## src/pac_pkg.sv

```systemverilog
// Shared constants and carriers for the parallel converter control block.
// Assumes a single 200 MHz system clock.
package pac_pkg;

   // -------------------------------------------------------------------
   // Widths and timing
   // -------------------------------------------------------------------
   localparam int          DATA_W         = 10;
   localparam int          CLK_MHZ        = 200;
   localparam int          CONV_TIME_NS   = 6000;
   localparam int          CONV_MAX_CYC   = (CONV_TIME_NS * CLK_MHZ) / 1000;
   localparam int          BIT_STEPS      = DATA_W + 1;
   localparam int          INT_DIV        = CONV_MAX_CYC / (BIT_STEPS + 1);
   localparam logic [9:0]  CODE_ALL_ONES  = 10'h3FF;
   localparam logic [9:0]  CODE_ALL_ZEROS = 10'h000;
   localparam logic [9:0]  DATA_RESET     = 10'h000;

   // -------------------------------------------------------------------
   // Types
   // -------------------------------------------------------------------
   typedef enum logic [2:0] {
      PAC_TRACK = 3'b001,
      PAC_HOLD  = 3'b010,
      PAC_CONV  = 3'b100
   } pac_state_t;

   typedef struct packed {
      logic [9:0] data;
      logic       dataOe;
   } pac_bus_t;

endpackage

```

## src/pac_adc_ctrl.sv

```systemverilog
// Conversion sequencing of a 10-bit successive-approximation converter.
// Assumes strobes and the external clock are asynchronous pins; the analog
// comparator is modelled by a sampled digital input word and range flags.
//
// Functional notes
// - Write and read strobes are ignored unless chip select is low.
// - A write with chip select low starts a conversion from the track state.
// - The block tracks from the end of conversion, as the done flag falls, until write rises.
// - The rising write edge freezes the sample and enters hold.
// - After hold the clock runs the whole approximation unaided.
// - At the end the result is latched and the done flag goes low.
// - A selected read clears the done flag and drives the result.
// - Data outputs drive only during a read and release after it.
// - Inputs above or below the references give all ones or zeros.
// - With the internal clock a conversion finishes within the documented conversion time.
`timescale 1ns/100ps
module pac_adc_ctrl #(
   parameter int DATA_W = pac_pkg::DATA_W
) (
   // System
   input  wire logic              clk,
   input  wire logic              rstn,
   // Host strobes (pins)
   input  wire logic              csN,
   input  wire logic              wrN,
   input  wire logic              rdN,
   // Clock selection and external clock pin
   input  wire logic              extClkEn,
   input  wire logic              external_clock_in,
   // Analog front end model
   input  wire logic [DATA_W-1:0] analogIn,
   input  wire logic              aboveRef,
   input  wire logic              belowRef,
   // Outputs
   output logic [DATA_W-1:0]      dataOut,
   output logic                   dataOe,
   output logic                   eocN,
   output logic                   tracking
);

   // -------------------------------------------------------------------
   // Pin synchronisers
   // -------------------------------------------------------------------
   logic [4:0] s1_reg, s2_reg, s3_reg;
   logic       csS, wrS, rdS, ckS, wrRise, rdFall, rdRise, ckRise;

   always_ff @(posedge clk or negedge rstn) begin
      // Reset values match the idle pin levels, so no false edge follows.
      if (!rstn) begin
         s1_reg <= 5'h1C;
         s2_reg <= 5'h1C;
         s3_reg <= 5'h1C;
      end else begin
         s1_reg <= {csN, wrN, rdN, external_clock_in, extClkEn};
         s2_reg <= s1_reg;
         s3_reg <= s2_reg;
      end
   end

   assign csS    = ~s2_reg[4];
   assign wrS    = ~s2_reg[3];
   assign rdS    = ~s2_reg[2];
   assign ckS    = s2_reg[1];
   // Chip select is taken from the sample before the write edge so a late select
   // cannot launch a stray conversion.
   assign wrRise = s2_reg[3] & ~s3_reg[3] & ~s3_reg[4];
   assign rdFall = rdS & s3_reg[2] & csS;
   assign rdRise = s2_reg[2] & ~s3_reg[2];
   assign ckRise = ckS & ~s3_reg[1];

   // -------------------------------------------------------------------
   // Bit clock: internal divider or external clock edges
   // -------------------------------------------------------------------
   logic [15:0] div_reg, div_next;
   logic        intTick, bitTick;

   always_comb begin
      div_next = div_reg + 16'h0001;
      intTick  = (div_reg == 16'(pac_pkg::INT_DIV - 1));
      if (intTick) begin
         div_next = 16'h0000;
      end
   end

   always_ff @(posedge clk or negedge rstn) begin
      if (!rstn) begin
         div_reg <= 16'h0000;
      end else begin
         div_reg <= div_next;
      end
   end

   assign bitTick = s2_reg[0] ? ckRise : intTick;

   // -------------------------------------------------------------------
   // Conversion sequencer
   // -------------------------------------------------------------------
   pac_pkg::pac_state_t state_reg, state_next;
   logic [DATA_W-1:0]   hold_reg, hold_next;
   logic [DATA_W-1:0]   sar_reg, sar_next;
   logic [DATA_W-1:0]   mask_reg, mask_next;
   logic [DATA_W-1:0]   res_reg, res_next;
   logic [1:0]          rng_reg, rng_next;
   logic                eoc_reg, eoc_next;
   logic [DATA_W-1:0]   trial;

   always_comb begin
      state_next = state_reg;
      hold_next  = hold_reg;
      sar_next   = sar_reg;
      mask_next  = mask_reg;
      res_next   = res_reg;
      rng_next   = rng_reg;
      eoc_next   = eoc_reg;
      trial      = sar_reg | mask_reg;
      // A read clears the done flag; a conversion that ends in the same
      // cycle sets it again below, so a fresh result is never missed.
      if (rdFall) begin
         eoc_next = 1'b1;
      end
      unique case (state_reg)
         pac_pkg::PAC_TRACK: begin
            if (wrRise) begin
               hold_next  = analogIn;
               rng_next   = {aboveRef, belowRef};
               state_next = pac_pkg::PAC_HOLD;
            end
         end
         pac_pkg::PAC_HOLD: begin
            sar_next   = '0;
            mask_next  = {1'b1, {(DATA_W-1){1'b0}}};
            state_next = pac_pkg::PAC_CONV;
         end
         pac_pkg::PAC_CONV: begin
            if (bitTick) begin
               if (mask_reg == '0) begin
                  if (rng_reg[1]) begin
                     res_next = pac_pkg::CODE_ALL_ONES;
                  end else if (rng_reg[0]) begin
                     res_next = pac_pkg::CODE_ALL_ZEROS;
                  end else begin
                     res_next = sar_reg;
                  end
                  eoc_next   = 1'b0;
                  state_next = pac_pkg::PAC_TRACK;
               end else begin
                  if (trial <= hold_reg) begin
                     sar_next = trial;
                  end
                  mask_next = mask_reg >> 1;
               end
            end
         end
      endcase
   end

   always_ff @(posedge clk or negedge rstn) begin
      if (!rstn) begin
         state_reg <= pac_pkg::PAC_TRACK;
         hold_reg  <= '0;
         sar_reg   <= '0;
         mask_reg  <= '0;
         res_reg   <= pac_pkg::DATA_RESET;
         rng_reg   <= 2'b00;
         eoc_reg   <= 1'b1;
      end else begin
         state_reg <= state_next;
         hold_reg  <= hold_next;
         sar_reg   <= sar_next;
         mask_reg  <= mask_next;
         res_reg   <= res_next;
         rng_reg   <= rng_next;
         eoc_reg   <= eoc_next;
      end
   end

   // -------------------------------------------------------------------
   // Data bus drive
   // -------------------------------------------------------------------
   // The bus follows the synchronised strobes, so it lags the pins.
   pac_pkg::pac_bus_t bus_reg, bus_next;

   always_comb begin
      bus_next = bus_reg;
      if (csS && rdS) begin
         bus_next.data   = res_reg;
         bus_next.dataOe = 1'b1;
      end else begin
         bus_next.dataOe = 1'b0;
      end
   end

   always_ff @(posedge clk or negedge rstn) begin
      if (!rstn) begin
         bus_reg <= '{data: pac_pkg::DATA_RESET, dataOe: 1'b0};
      end else begin
         bus_reg <= bus_next;
      end
   end

   // The tracking flag is registered from the next state so that it
   // moves in the same cycle as the state itself.
   logic trk_reg, trk_next;

   always_comb begin
      trk_next = (state_next == pac_pkg::PAC_TRACK);
   end

   always_ff @(posedge clk or negedge rstn) begin
      if (!rstn) begin
         trk_reg <= 1'b1;
      end else begin
         trk_reg <= trk_next;
      end
   end

   assign dataOut  = bus_reg.data;
   assign dataOe   = bus_reg.dataOe;
   assign eocN     = eoc_reg;
   assign tracking = trk_reg;

   // -------------------------------------------------------------------
   // Assertions
   // -------------------------------------------------------------------
   // Cycles spent out of track in the current conversion.
   int unsigned convCnt_reg, convCnt_next;

   always_comb begin
      convCnt_next = convCnt_reg + 1;
      if (state_reg == pac_pkg::PAC_TRACK) begin
         convCnt_next = 0;
      end
   end

   always_ff @(posedge clk or negedge rstn) begin
      if (!rstn) begin
         convCnt_reg <= 0;
      end else begin
         convCnt_reg <= convCnt_next;
      end
   end
endmodule

```

## config.mk

```make
export PLATFORM = sky130hd
export DESIGN_NAME = pac_adc_ctrl
export DESIGN_NICKNAME = d
export VERILOG_FILES = /design/src/pac_pkg.sv /design/src/pac_adc_ctrl.sv
export SDC_FILE = /design/constraint.sdc
export NUM_CORES = 1
export LEC_CHECK = 0
export BUFFER_PORTS_ARGS = -buffer_cell sky130_fd_sc_hd__buf_2
export CAP_MARGIN = 30
export CELL_PAD_IN_SITES_DETAIL_PLACEMENT = 1
export CELL_PAD_IN_SITES_GLOBAL_PLACEMENT = 1
export CORE_ASPECT_RATIO = 0.6
export CORE_UTILIZATION = 40
export CTS_BUF_LIST = sky130_fd_sc_hd__clkbuf_8
export CTS_CLUSTER_DIAMETER = 200
export DETAILED_ROUTE_END_ITERATION = 8
export PLACE_DENSITY_LB_ADDON = 0.1
export SLEW_MARGIN = 20
export SYNTH_ARGS = -nofsm -noshare
export SYNTH_HDL_FRONTEND = slang
export SYNTH_SLANG_ARGS = --single-unit
```

## constraint.sdc

```tcl
create_clock -name clk -period 4.2 [get_ports clk]
set_input_delay 0.84 -clock clk [delete_from_list [all_inputs] [get_ports clk]]
set_output_delay 0.84 -clock clk [all_outputs]
set_load 0.01 [all_outputs]
```

==> flow_summary.ini <==
[sta]
post-route-min-period_ns = 2.42
period_share = 0.577
setup_violations = 0
report.final.slew_viol_count = 0
finalClockSkew_ns = 0.0109
hold_viol_final = 0
fin_hold_ws_ns = 0.353
max-slew-margin-rel = 0.515
rsz0062_at_grt = no
setup-tns-final_ns = 0
worst_pin_slew_ns = 0.725
timing.fmax_mhz = 412

[run]
drv_cap = 0

[die]
fp.dieArea_sq_mm = 0.00982
start_util = 0.411
core_sq_mm = 0.00916
die_h_um = 77.2
ios = 32
rows = 27
die_x_um = 127

[global_route]
grt_pass1_vias = 2404
overflow = 0
antenna_found_initial = 0
grt_pass1_wl_um = 13300
grt_max_degree = 46
grt_util_all_layers = 0.181

[route]
route.met2.wl_um = 3260
vias = 2336
drt-met1-wl_um = 4050
drc = 0
drt-initial-drc-count = 115
wl_um = 7710
first_pass_iters = 4
postRouteAntennaNets = 0
wl_met3_um = 326
routed.top_layer = met4
via_per_inst = 4.90
routedWlPerCell_um = 16.2

[cells_and_area]
antenna_cells = 0
largest_reg_flops = 16
synthToLayoutAreaGrowth_pct = 15.1
final_layout_size_suffix_gt1_frac = 0.297
instances_no_fill = 477
nets = 372
stdcell_area_sq_mm = 0.00434

[clock_network]
cts_sinks = 88
clock_latency_ns = 0.37
cts_tree = done
cts_setup_buffers = 0
ctsResizeCount = 0
cts-buffers-inserted = 9
cts_buffer_depth = 2
cts_max_level = 3
clk_pin_slew_ns = 0.09
clock-root-buffer = clkbuf_8
ctsHoldBuffers = 0

[placed_design]
place_congestion = 0.728
place_hpwl_um = 5440
placed_area_sq_mm = 0.00408
port-buffer-count = 31
placedCellCount = 460

[power]
irDropWorstVdd_mv = 0.232
p_sw_frac = 0.329
pwr-share-seq = 0.447
pwr-share-comb = 0.299
switchingPower_uw = 945
p_int_uw = 1930
power_density_mw_per_mm2 = 663
p_leak_uw = 0.00203
clockPowerShare = 0.254

[yosys]
synth-edff-count = 0
synth_area_leaders = dfrtp_1, dfstp_2, mux2_2, ha_1, mux2i_1
synth_area_leader_cell = dfrtp_1
synth_ff_type = dfrtp_1
synthDistinctLibCells = 44
yosysSeqAreaShare = 0.589
synthTopCellsByCount = dfrtp_1, nand2_1, mux2_2
synth_most_common_cell = dfrtp_1
synth_seq_cells = 88
async_flop_share = 1.00
synth_area_per_cell_sq_um = 12.3
synthesis.area_sq_mm = 0.00377
ys_warn_count = 0
synth_top_area_frac = 0.505
syn_nets = 335
netlist_instances = 305

[setup_path]
cp.arrival_ns = 2.71
worst_ep_required_time_ns = 4.49
r2r_slack_ns = 1.78
worst_path_max_delay_cell = nor3_4
crit_type = flip-flop to flip-flop
r2r.worst_path.cells = 6
critPathMaxStageDelay_ns = 0.62
crit_fanout = 13
reg2reg_from = div_reg[0]$_DFF_PN0_
worst_setup_path_start_kind = flip-flop
r2r_end = res_reg[4]$_DFFE_PN0P_
path_cells = ha_1 > and4bb_2 > and4_1 > mux2i_4 > nor3_4 > mux2i_1
end_kind = flip-flop

[min_path]
worstHoldStart = s1_reg[0]$_DFF_PN0_
hold_end = s2_reg[0]$_DFF_PN0_
holdPathStages = 0
hp-class = flip-flop to flip-flop

[outcome]
status = completed
[critical path, delay by kind of cell (launching register included)]
kind / cells / cell delay (ns)
simple gates: 3 / 1.25
mux: 2 / 0.41
fa+ha+maj: 1 / 0.27
flops: 1 / 0.43
[how the worst max path moves through the flow]
stage	from	end	slack, ns
final	div_reg[0]$_DFF_PN0_	res_reg[4]$_DFFE_PN0P_	1.78
after global routing	div_reg[0]$_DFF_PN0_	res_reg[4]$_DFFE_PN0P_	1.59
after CTS	div_reg[0]$_DFF_PN0_	res_reg[4]$_DFFE_PN0P_	1.75
after detailed placement	div_reg[0]$_DFF_PN0_	res_reg[4]$_DFFE_PN0P_	1.75
after global placement	div_reg[0]$_DFF_PN0_	res_reg[6]$_DFFE_PN0P_	1.82
after floorplan	mask_reg[5]$_DFFE_PN0P_	sar_reg[1]$_DFFE_PN0P_	2.04
[logic make-up (layout without fill, tap and decap cells)]
logic type	Yosys count	in the layout	synth area share
and+or+nand+nor	84	84	0.126
muxes	33	33	0.0983
DFF	88	88	0.589
AOI/OAI and AO/OA	46	46	0.0851
adders and majority gates	11	11	0.0365
buffers and inverters	29	71	0.0332
xor gates and xnor gates	14	14	0.0326
[per-stage QoR]
step | util | total power, uW | setup WS (ns)
2_1_floorplan | - | 1870 | 2.04
3_3_place_gp | 0.442 | 2110 | 1.82
3_5_place_dp | 0.445 | 2170 | 1.75
4_1_cts | 0.473 | 2920 | 1.75
5_1_grt | 0.474 | 3090 | 1.59
6_report | 0.474 | 2870 | 1.78
[cell type report]
class / count / area [sq um]
well taps: 130 / 163
repair buffers: 34 / 200
clock buffers: 11 / 151
multi-input cells: 188 / 1420
flip-flops and latches: 88 / 2220
fillers: 987 / 4820
clock inverters: 5 / 103
inverters: 21 / 78.8
[per-layer routing]
metal  up-vias  GRT usage
li1       1133          -
met1      1153      0.270
met2        43      0.245
met3         7     0.0551
met4         0     0.0571
met5         -          0
[power by group through the flow]
stage | clock network [uW] | logic (uW) | registers (uW)
after floorplan | 0 | 617 | 1250
after global placement | 0 | 822 | 1290
after detailed placement | 0 | 867 | 1300
after CTS | 755 | 880 | 1290
after global routing | 788 | 976 | 1330
final | 729 | 861 | 1280
[cell usage in the layout (no fill, tap or decap), types with 11 or more instances in the layout]
| cell | netlist | final |
|---|---|---|
| dfrtp_1 | 76 | 76 |
| buf_2 | 1 | 30 |
| nand2_1 | 23 | 23 |
| mux2_2 | 22 | 22 |
| inv_1 | 20 | 21 |
| a21oi_1 | 16 | 16 |
| nor2_1 | 12 | 12 |
| nand3_1 | 12 | 12 |
| dfstp_2 | 12 | 12 |
| xnor2_1 | 11 | 11 |
| ha_1 | 11 | 11 |
| clkbuf_8 | 0 | 11 |
No activity file was read; power rests on OpenSTA's default activity.
